$ cat config.mk
export PLATFORM = sky130hd
export DESIGN_NAME = pth_timer
export DESIGN_NICKNAME = d
export VERILOG_FILES = /design/src/design/pth_pkg.sv /design/src/design/pth_sync.sv /design/src/design/pth_timer.sv
export SDC_FILE = /design/constraint.sdc
export NUM_CORES = 1
export LEC_CHECK = 0
export BUFFER_PORTS_ARGS = -buffer_cell sky130_fd_sc_hd__buf_4
export CAP_MARGIN = 20
export CORE_UTILIZATION = 54
export CTS_BUF_LIST = sky130_fd_sc_hd__clkbuf_8
export DETAILED_ROUTE_END_ITERATION = 10
export PLACE_DENSITY = 0.78
export RECOVER_POWER = 100
export SLEW_MARGIN = 20
export SYNTH_ARGS = -nofsm -noshare
export SYNTH_HDL_FRONTEND = slang
export SYNTH_SLANG_ARGS = --single-unit
$ cat constraint.sdc
create_clock -name mclk_i -period 2.59 [get_ports mclk_i]
set_input_delay 0.3885 -clock mclk_i [delete_from_list [all_inputs] [get_ports mclk_i]]
set_output_delay 0.3885 -clock mclk_i [all_outputs]
set_load 0.05 [all_outputs]
$ cat src/design/pth_pkg.sv
// package: mode codes, widths and timing constants for the period timer
package pth_pkg;

  // ----------------------------------------------------------------------
  // widths
  // ----------------------------------------------------------------------
  localparam int unsigned CNT_W = 8;
  localparam int unsigned MODE_W = 5;
  localparam int unsigned POST_W = 4;
  localparam int unsigned SYNC_STAGES = 2;

  // ----------------------------------------------------------------------
  // mode codes
  // ----------------------------------------------------------------------
  localparam logic [MODE_W-1:0] MD_SW_GATE = 5'h00;
  localparam logic [MODE_W-1:0] MD_HW_GATE_HI = 5'h01;
  localparam logic [MODE_W-1:0] MD_HW_GATE_LO = 5'h02;
  localparam logic [MODE_W-1:0] MD_LIM_ANY = 5'h03;
  localparam logic [MODE_W-1:0] MD_LIM_RISE = 5'h04;
  localparam logic [MODE_W-1:0] MD_LIM_FALL = 5'h05;
  localparam logic [MODE_W-1:0] MD_LIM_LVL_LO = 5'h06;
  localparam logic [MODE_W-1:0] MD_LIM_LVL_HI = 5'h07;
  localparam logic [MODE_W-1:0] MD_OS_SW = 5'h08;
  localparam logic [MODE_W-1:0] MD_OS_RISE = 5'h09;
  localparam logic [MODE_W-1:0] MD_OS_FALL = 5'h0a;
  localparam logic [MODE_W-1:0] MD_OS_ANY = 5'h0b;
  localparam logic [MODE_W-1:0] MD_OS_LIM_RISE = 5'h0c;
  localparam logic [MODE_W-1:0] MD_OS_LIM_FALL = 5'h0d;
  localparam logic [MODE_W-1:0] MD_OS_RISE_LO = 5'h0e;
  localparam logic [MODE_W-1:0] MD_OS_FALL_HI = 5'h0f;
  localparam logic [MODE_W-1:0] MD_MS_RISE = 5'h11;
  localparam logic [MODE_W-1:0] MD_MS_FALL = 5'h12;
  localparam logic [MODE_W-1:0] MD_MS_ANY = 5'h13;
  localparam logic [MODE_W-1:0] MD_OS_LVL_LO = 5'h16;
  localparam logic [MODE_W-1:0] MD_OS_LVL_HI = 5'h17;

  // ----------------------------------------------------------------------
  // values and delays, in timer clocks
  // ----------------------------------------------------------------------
  localparam logic [CNT_W-1:0] CNT_ZERO = 8'h00;
  localparam logic [CNT_W-1:0] CNT_ONE = 8'h01;
  localparam logic [POST_W-1:0] POST_ZERO = 4'h0;
  localparam logic [POST_W-1:0] POST_ONE = 4'h1;
  localparam logic [1:0] RESTART_DLY = 2'h2;
  localparam logic [1:0] DLY_ZERO = 2'h0;
  localparam logic [1:0] DLY_ONE = 2'h1;

  // control bits that software drives
  typedef struct packed {
    logic run_en;
    logic [MODE_W-1:0] mode;
    logic [POST_W-1:0] postscale_select;
  } pth_ctrl_t;

  // state visible to software and the compare unit
  typedef struct packed {
    logic [CNT_W-1:0] count_value;
    logic run_clr;
    logic period_match;
  } pth_stat_t;

endpackage : pth_pkg

$ cat src/design/pth_sync.sv
// two-stage synchroniser for a level arriving from another domain
`timescale 1ns/100ps
module pth_sync #(
  parameter int unsigned WIDTH = 1
) (
  input wire logic mclk_i,              // core clock
  input wire logic srst_i,              // sync reset, high
  input wire logic [WIDTH-1:0] d_i,     // async level
  output logic [WIDTH-1:0] q_o          // synchronised level
);

  logic [WIDTH-1:0] meta_r;

  // ----------------------------------------------------------------------
  // first stage feeds only the second stage
  // ----------------------------------------------------------------------
  always_ff @(posedge mclk_i) begin
    if (srst_i) begin
      meta_r <= '0;
      q_o <= '0;
    end else begin
      meta_r <= d_i;
      q_o <= meta_r;
    end
  end

endmodule : pth_sync

$ cat src/design/pth_timer.sv
// period timer with gate, hardware limit, one-shot and monostable modes
//
// Operation
// - software gate counts each timer tick while run bit set, else holds
// - on period match the count goes to zero next tick, keeps counting
// - mode 00001 counts while input high, 00010 while low, run bit set
// - edge limit modes clear on any, rising, or falling input edge
// - after early edge reset, counting resumes after two timer ticks
// - level limit holds counter reset at low (00110) or high (00111)
// - level limit modes ignore the input while run bit is clear
// - level limit clears on match or two ticks into reset level
// - restart two ticks after reset level ends, next tick after match
// - one-shot 100/101 start on rising/falling edge and reset on it
// - one-shot 110/111 start on edge, hold reset at low/high level
// - edge-started modes need a fresh edge after run bit set again
// - one-shot match clears run bit and stops counter at zero
// - monostable match stops counter at zero, run bit stays set
// - level one-shot 10110/10111 run at high/low, reset at low/high
// - interrupt when postscaler count reaches selected ratio 1:1..1:16
// - run bit and input pass two-stage core-clock synchronisers, then are sampled on timer ticks
// - with instruction clock, same synchroniser gives one period delay
// - five-bit mode field selects the operating mode
// - monostable starts on rising 10001, falling 10010, any 10011
`timescale 1ns/100ps
module pth_timer
  import pth_pkg::*;
#(
  parameter int unsigned SYNC_W = 2
) (
  input wire logic mclk_i,                     // core clock, 250 MHz
  input wire logic srst_i,                     // sync reset, high
  input wire logic tick_i,                     // timer clock enable pulse
  input wire pth_pkg::pth_ctrl_t ctrl_i,       // run, mode, postscale
  input wire logic [pth_pkg::CNT_W-1:0] period_value_i, // period
  input wire logic clr_scalers_i,              // write clears postscaler
  input wire logic external_reset_input_i,     // async trigger input
  output pth_pkg::pth_stat_t stat_o,           // count and events
  output logic postscaled_o,                   // one-core-cycle period event
  output logic running_o                       // counter advancing
);

  // ----------------------------------------------------------------------
  // synchronisers for the run bit and the trigger input
  // ----------------------------------------------------------------------
  logic [SYNC_W-1:0] sync_q;
  logic run_s;
  logic ers_s;

  pth_sync #(.WIDTH(SYNC_W)) u_sync (
    .mclk_i(mclk_i),
    .srst_i(srst_i),
    .d_i({ctrl_i.run_en, external_reset_input_i}),
    .q_o(sync_q)
  );

  // second stage sampled on the next timer tick: two core cycles plus up to one timer clock
  logic run_t_r;
  logic ers_t_r;
  logic ers_prev_r;

  always_ff @(posedge mclk_i) begin
    if (srst_i) begin
      run_t_r <= 1'b0;
      ers_t_r <= 1'b0;
      ers_prev_r <= 1'b0;
    end else if (tick_i) begin
      run_t_r <= sync_q[1];
      ers_t_r <= sync_q[0];
      ers_prev_r <= ers_t_r;
    end
  end

  // the one-shot clears the run bit internally; software sees run_clr
  logic run_kill_r;
  assign run_s = run_t_r & ~run_kill_r;
  assign ers_s = ers_t_r;

  // ----------------------------------------------------------------------
  // edge and level decoding
  // ----------------------------------------------------------------------
  logic rise;
  logic fall;
  assign rise = ers_s & ~ers_prev_r;
  assign fall = ~ers_s & ers_prev_r;

  // selects the trigger edge from a two-bit code derived from the mode: 1 rise, 2 fall, 3 either
  function automatic logic edge_sel(input logic [1:0] sel, input logic r,
                                    input logic f);
    case (sel)
      2'h1: edge_sel = r;
      2'h2: edge_sel = f;
      2'h3: edge_sel = r | f;
      default: edge_sel = 1'b0;
    endcase
  endfunction : edge_sel

  typedef enum logic [4:0] {
    ST_IDLE = 5'b00001,   // waiting for start condition
    ST_RUN = 5'b00010,    // counting
    ST_HOLD = 5'b00100,   // held in reset by trigger
    ST_DLY = 5'b01000,    // two-tick restart delay
    ST_DONE = 5'b10000    // stopped at zero after match
  } pth_state_t;

  pth_state_t state_r;
  pth_state_t state_nxt;
  logic [CNT_W-1:0] cnt_r;
  logic [CNT_W-1:0] cnt_nxt;
  logic [1:0] dly_r;
  logic [1:0] dly_nxt;
  logic [MODE_W-1:0] mode;
  logic match;
  logic kill_nxt;
  logic adv;

  assign mode = ctrl_i.mode;
  assign match = (cnt_r == period_value_i);

  // ----------------------------------------------------------------------
  // mode behaviour per timer tick
  // ----------------------------------------------------------------------
  always_comb begin
    state_nxt = state_r;
    cnt_nxt = cnt_r;
    dly_nxt = dly_r;
    kill_nxt = 1'b0;
    adv = 1'b0;
    case (mode)
      // ---- free running gate modes ----
      MD_SW_GATE, MD_HW_GATE_HI, MD_HW_GATE_LO: begin
        state_nxt = ST_RUN;
        if (run_s && (mode == MD_SW_GATE ||
            (mode == MD_HW_GATE_HI && ers_s) ||
            (mode == MD_HW_GATE_LO && !ers_s))) begin
          adv = 1'b1;
          cnt_nxt = match ? CNT_ZERO : cnt_r + CNT_ONE;
        end
      end
      // ---- edge hardware limit ----
      MD_LIM_ANY, MD_LIM_RISE, MD_LIM_FALL: begin
        if (!run_s) begin
          state_nxt = ST_RUN;
        end else if (edge_sel(mode[1:0] + 2'h3 == 2'h2 ? 2'h3 :
                     (mode == MD_LIM_RISE ? 2'h1 : 2'h2), rise, fall)) begin
          cnt_nxt = CNT_ZERO;
          state_nxt = ST_DLY;
          dly_nxt = DLY_ONE;
        end else if (state_r == ST_DLY) begin
          if (dly_r == DLY_ZERO) begin
            state_nxt = ST_RUN;
          end else begin
            dly_nxt = dly_r - DLY_ONE;
          end
        end else begin
          adv = 1'b1;
          state_nxt = ST_RUN;
          cnt_nxt = match ? CNT_ZERO : cnt_r + CNT_ONE;
        end
      end
      // ---- level hardware limit ----
      MD_LIM_LVL_LO, MD_LIM_LVL_HI: begin
        if (!run_s) begin
          state_nxt = ST_RUN;
        end else if (ers_s == mode[0]) begin
          // reset level: clears after two ticks at level
          if (state_r == ST_HOLD) begin
            cnt_nxt = CNT_ZERO;
          end else if (state_r == ST_DLY) begin
            state_nxt = ST_HOLD;
            cnt_nxt = CNT_ZERO;
          end else begin
            state_nxt = ST_DLY;
            adv = 1'b1;
            cnt_nxt = match ? CNT_ZERO : cnt_r + CNT_ONE;
          end
        end else if (state_r == ST_HOLD) begin
          state_nxt = ST_IDLE;
        end else if (state_r == ST_IDLE) begin
          state_nxt = ST_RUN;
        end else begin
          state_nxt = ST_RUN;
          adv = 1'b1;
          cnt_nxt = match ? CNT_ZERO : cnt_r + CNT_ONE;
        end
      end
      // ---- one-shot and monostable ----
      MD_OS_SW, MD_OS_RISE, MD_OS_FALL, MD_OS_ANY, MD_OS_LIM_RISE,
      MD_OS_LIM_FALL, MD_OS_RISE_LO, MD_OS_FALL_HI,
      MD_MS_RISE, MD_MS_FALL, MD_MS_ANY: begin
        if (!run_s) begin
          state_nxt = ST_IDLE;
        end else begin
          case (state_r)
            ST_IDLE, ST_DONE: begin
              if ((state_r == ST_IDLE && mode == MD_OS_SW) ||
                  ((mode[4] || state_r == ST_IDLE) &&
                   edge_sel(mode[2] ? {mode[0], ~mode[0]} : mode[1:0],
                            rise, fall))) begin
                state_nxt = ST_RUN;
                cnt_nxt = CNT_ZERO;
              end
            end
            default: begin
              if ((mode == MD_OS_RISE_LO && !ers_s) ||
                  (mode == MD_OS_FALL_HI && ers_s)) begin
                cnt_nxt = CNT_ZERO;
                state_nxt = ST_HOLD;
              end else if (state_r == ST_HOLD) begin
                state_nxt = ST_RUN;
              end else if (mode[2] && !mode[1] &&
                           edge_sel({mode[0], ~mode[0]}, rise, fall)) begin
                cnt_nxt = CNT_ZERO;
              end else if (match) begin
                cnt_nxt = CNT_ZERO;
                state_nxt = ST_DONE;
                kill_nxt = ~mode[4];
                adv = 1'b1;
              end else begin
                adv = 1'b1;
                cnt_nxt = cnt_r + CNT_ONE;
              end
            end
          endcase
        end
      end
      // ---- level-triggered one-shot ----
      MD_OS_LVL_LO, MD_OS_LVL_HI: begin
        if (!run_s || ers_s == mode[0]) begin
          cnt_nxt = CNT_ZERO;
          state_nxt = ST_IDLE;
        end else if (match) begin
          cnt_nxt = CNT_ZERO;
          kill_nxt = 1'b1;
          adv = 1'b1;
        end else begin
          adv = 1'b1;
          cnt_nxt = cnt_r + CNT_ONE;
        end
      end
      default: begin
        state_nxt = ST_IDLE;
      end
    endcase
  end

  // ----------------------------------------------------------------------
  // counter, state and internal run-bit clear
  // ----------------------------------------------------------------------
  always_ff @(posedge mclk_i) begin
    if (srst_i) begin
      state_r <= ST_IDLE;
      cnt_r <= CNT_ZERO;
      dly_r <= DLY_ZERO;
    end else if (tick_i) begin
      state_r <= state_nxt;
      cnt_r <= cnt_nxt;
      dly_r <= dly_nxt;
    end
  end

  // kill holds until software drops the run bit, then re-arms
  always_ff @(posedge mclk_i) begin
    if (srst_i) begin
      run_kill_r <= 1'b0;
    end else if (tick_i) begin
      if (kill_nxt) begin
        run_kill_r <= 1'b1;
      end else if (!run_t_r) begin
        run_kill_r <= 1'b0;
      end
    end
  end

  // ----------------------------------------------------------------------
  // postscaler: ratio is select + 1
  // ----------------------------------------------------------------------
  logic [POST_W-1:0] post_r;
  logic period_evt;
  assign period_evt = adv & match;

  always_ff @(posedge mclk_i) begin
    if (srst_i || clr_scalers_i) begin
      post_r <= POST_ZERO;
      postscaled_o <= 1'b0;
    end else if (tick_i) begin
      postscaled_o <= 1'b0;
      if (period_evt) begin
        if (post_r == ctrl_i.postscale_select) begin
          post_r <= POST_ZERO;
          postscaled_o <= 1'b1;
        end else begin
          post_r <= post_r + POST_ONE;
        end
      end
    end else begin
      postscaled_o <= 1'b0;
    end
  end

  // ----------------------------------------------------------------------
  // registered status outputs
  // ----------------------------------------------------------------------
  always_ff @(posedge mclk_i) begin
    if (srst_i) begin
      stat_o <= '0;
      running_o <= 1'b0;
    end else begin
      stat_o.count_value <= cnt_r;
      stat_o.run_clr <= run_kill_r;
      stat_o.period_match <= tick_i & period_evt;
      running_o <= tick_i & adv;
    end
  end

endmodule : pth_timer

==> results.sh <==
export IMPL_worstSkewPairLatency_ns=0.29
export IMPL_yosys_warnings=0
export IMPL_seq_area_sq_um=781
export IMPL_reg2reg_to="state_r[1]"
export IMPL_grt_total_usage=0.255
export IMPL_worstMarginPinSlew_ns=1.61
export IMPL_die_x_microns=71.4
export IMPL_drv_cap=1
export IMPL_fillerInstances=419
export IMPL_root_buffer="clkbuf_8"
export IMPL_synth_net_count=342
export IMPL_die_area_sq_um=5100
export IMPL_min_path_cells=2
export IMPL_grt_use_met2=0.413
export IMPL_numCtsBuffers=5
export IMPL_synthSimpleGateAreaFrac=0.299
export IMPL_drt_pre_antenna_iters=5
export IMPL_crit_fanout=6
export IMPL_n_antenna_cell=0
export IMPL_ios=35
export IMPL_worstHoldEndpoint="postscaled_o"
export IMPL_synthXorXnorAreaFrac=0.0572
export IMPL_r2r_slack_ns=0.20
export IMPL_ir_drop_v=0.000377
export IMPL_rsz0062_at_grt="false"
export IMPL_drc=0
export IMPL_gp_congestion=0.924
export IMPL_outcome="finished with violations"
export IMPL_leakage_uw=0.00113
export IMPL_slew_violations=41
export IMPL_required_ns=2.75
export IMPL_yosysUniqueCellTypes=65
export IMPL_dieHeight_microns=71.4
export IMPL_fin_crit_sh=0.923
export IMPL_use_met3=0.0352
export IMPL_multi_input_area_sq_um=1680
export IMPL_synth_mux_area_frac=0.0384
export IMPL_overflow=0
export IMPL_slew_headroom=-0.0716
export IMPL_post_dp_hpwl_microns=4630
export IMPL_fp_row_count=24
export IMPL_failed_checks="max-capacitance violations, max-slew violations"
export IMPL_grt_pass1_wl_microns=10500
export IMPL_met1_usage=0.361
export IMPL_ant_nets=0
export IMPL_clk_pin_slew_worst_paths_ns=0.08
export IMPL_core_sq_um=4500
export IMPL_synth_edf_count=0
export IMPL_post_cts_resize_count=0
export IMPL_drive_above_1_share=0.135
export IMPL_antenna_found_initial=0
export IMPL_htree_levels=2
export IMPL_clkSinkCount=39
export IMPL_async_flop_share=0
export IMPL_grt_max_degree=41
export IMPL_routed_via_density=6.39
export IMPL_synth_area_per_cell_sq_um=8.29
export IMPL_period_minus_slack_ns=2.39
export IMPL_synth_compound_area_share=0.229
export IMPL_min_from="clr_scalers_i"
export IMPL_drt_iter0_markers=241
export IMPL_wl_per_cell_microns=15.8
export IMPL_cts_tree="built"
export IMPL_skew_ns=0.0102
export IMPL_fin_tns_setup_ns=0
export IMPL_critical_path_class="flop to flop"
export IMPL_grt_pass1_vias=2266
export IMPL_synthAdderAreaFrac=0.0279
export IMPL_busiest_layer="met2"
export IMPL_setup_worst_path_end_class="flop"
export IMPL_io_buffers=34
export IMPL_power_density_nw_per_um2=421
export IMPL_startpoint_type="flop"
export IMPL_start_util=0.578
export IMPL_synth_cell_area_sq_um=2600
export IMPL_yosysSeqAreaShare=0.300
export IMPL_critPathArrivalTime_ns=2.55
export IMPL_cts_setup_buffers=0
export IMPL_fmax_mhz=418
export IMPL_placed_area_sq_um=2880
export IMPL_totalWireLength_microns=6240
export IMPL_design_area_sq_um=2910
export IMPL_final_nets=369
export IMPL_yosys_register_bits=39
export IMPL_cts_hold_fix_buffers=0
export IMPL_area_growth_synth_to_final_pct=11.6
export IMPL_hold_path_class="input port to flop"
export IMPL_vias=2516
export IMPL_clockBufferDepth=2
export IMPL_synth_top_family_by_area="simple AND/OR/NAND/NOR gates"
export IMPL_hold_viol_final=0
export IMPL_synth_cells=314
export IMPL_rr_startpoint="ers_s"
export IMPL_reg2regPathDepth=8
export IMPL_ys_flop_type="dfxtp_1"
export IMPL_power_uw=1220
export IMPL_setup_violations=0
## flip-flops by register name (all words and copies together) (netlist names)
signal / cells
cnt_r: 8
dly_r: 2
ers_prev_r: 1
ers_s: 1
post_r: 4
postscaled_o: 1
run_kill_r: 1
run_t_r: 1
running_o: 1
stat_o: 10
state_r: 5
u_sync.meta_r: 2
u_sync.q_o: 2
## layout make-up
cell class                      count  share of cell area
Sequential cell                    39               0.269
Clock buffer                        5              0.0237
Inverter                            9              0.0116
Clock inverter                      3             0.00560
Tap cell                           52              0.0224
Multi-Input combinational cell    245               0.579
Timing Repair Buffer               41              0.0891
## layer usage
layer,part of all wire,up-vias
li1,-,1227
met1,0.48,1173
met2,0.45,102
met3,0.058,14
met4,0.011,0
met5,0,-
## through the flow
| step | instances | worst slack (ns) | utilization | hold WS, ns |
|---|---|---|---|---|
| after detailed placement | 386 | 0.135 | 0.640 | 0.441 |
| after global routing | 394 | 0.0772 | 0.645 | 0.297 |
| after CTS | 394 | 0.236 | 0.659 | 0.295 |
| after global placement | 386 | 0.167 | 0.640 | 0.423 |
| after floorplan | 314 | 0.00529 | - | 0.414 |
| final | 394 | 0.201 | 0.645 | 0.291 |
## cell families (layout without fill, tap and decap cells)
family          after synthesis  after routing
buf+inv                      30             58
compound gates               75             75
fa+ha+maj                     6              6
mux                           9              9
flops                        39             39
simple gates                138            138
xor+xnor                     17             17
## Yosys cell counts, drive strengths merged, types with 3 or more instances
| library cell | count | share of area |
|---|---|---|
| dfxtp | 39 | 0.30 |
| nand2 | 22 | 0.032 |
| nor2b | 20 | 0.048 |
| nor2 | 16 | 0.023 |
| xnor2 | 15 | 0.050 |
| clkbuf | 14 | 0.020 |
| nand3 | 14 | 0.027 |
| a21oi | 11 | 0.021 |
| nand4 | 10 | 0.024 |
| nor3 | 10 | 0.024 |
| inv | 9 | 0.013 |
| nor4 | 9 | 0.022 |
| o21ai | 9 | 0.017 |
| a31oi | 7 | 0.017 |
| buf | 7 | 0.015 |
| mux2i | 7 | 0.027 |
| or2 | 7 | 0.017 |
| a211o | 6 | 0.024 |
| and3 | 6 | 0.014 |
| ha | 5 | 0.024 |
| nand2b | 5 | 0.012 |
| a21boi | 4 | 0.012 |
| nor3b | 4 | 0.012 |
| a211oi | 3 | 0.0086 |
| a21o | 3 | 0.0086 |
| a32o | 3 | 0.012 |
| a32oi | 3 | 0.010 |
| and3b | 3 | 0.010 |
| or3 | 3 | 0.0072 |
## cells in the final DEF (no fill, tap or decap), types with 3 or more instances in the layout
| cell type | Yosys | layout |
|---|---|---|
| ha_1 | 5 | 5 |
| o21ai_0 | 9 | 9 |
| and3b_1 | 3 | 3 |
| nand3_1 | 14 | 14 |
| clkbuf_1 | 14 | 13 |
| a21oi_1 | 11 | 11 |
| nor3_1 | 9 | 9 |
| nand2b_1 | 5 | 5 |
| nor4_1 | 9 | 9 |
| or3_1 | 3 | 3 |
| clkbuf_8 | 0 | 5 |
| a211o_1 | 5 | 5 |
| inv_1 | 9 | 10 |
| buf_4 | 0 | 28 |
| mux2i_1 | 7 | 7 |
| or2_2 | 6 | 6 |
| and3_1 | 6 | 6 |
| dfxtp_1 | 39 | 39 |
| nand4_1 | 10 | 10 |
| a21o_1 | 3 | 3 |
| nor3b_1 | 4 | 4 |
| nand2_1 | 22 | 22 |
| a31oi_1 | 7 | 7 |
| a211oi_1 | 3 | 3 |
| a21boi_0 | 4 | 4 |
| a32o_1 | 3 | 3 |
| a32oi_1 | 3 | 3 |
| xnor2_1 | 15 | 15 |
| nor2b_1 | 20 | 20 |
| nor2_1 | 16 | 16 |
## worst max-delay path by stage
stage	from	end	slack, ns	depth (start not counted)
after detailed placement	ctrl_i[5]	state_r[1]	0.13	7
after global placement	ctrl_i[5]	state_r[3]	0.17	7
after CTS	ers_s	state_r[1]	0.24	8
final	ers_s	state_r[1]	0.20	8
after global routing	ers_s	cnt_r[1]	0.08	8
after floorplan	ers_s	state_r[1]	0.005	10
## report_power, final
part | internal, uW | total [uW] | switching (uW)
clock network | 184 | 396 | 212
logic | 89.6 | 215 | 125
registers | 606 | 611 | 5.37
total | 880 | 1220 | 343
## worst max-delay path, cell delays in order (launching register included)
cell	delay [ns]
dfxtp_1	0.33
inv_1	0.06
ha_1	0.30
and3_1	0.18
a211oi_1	0.30
or2_2	0.26
o32ai_2	0.12
a211o_4	0.40
mux2_1	0.33
Power figures use the tool's default switching activity.
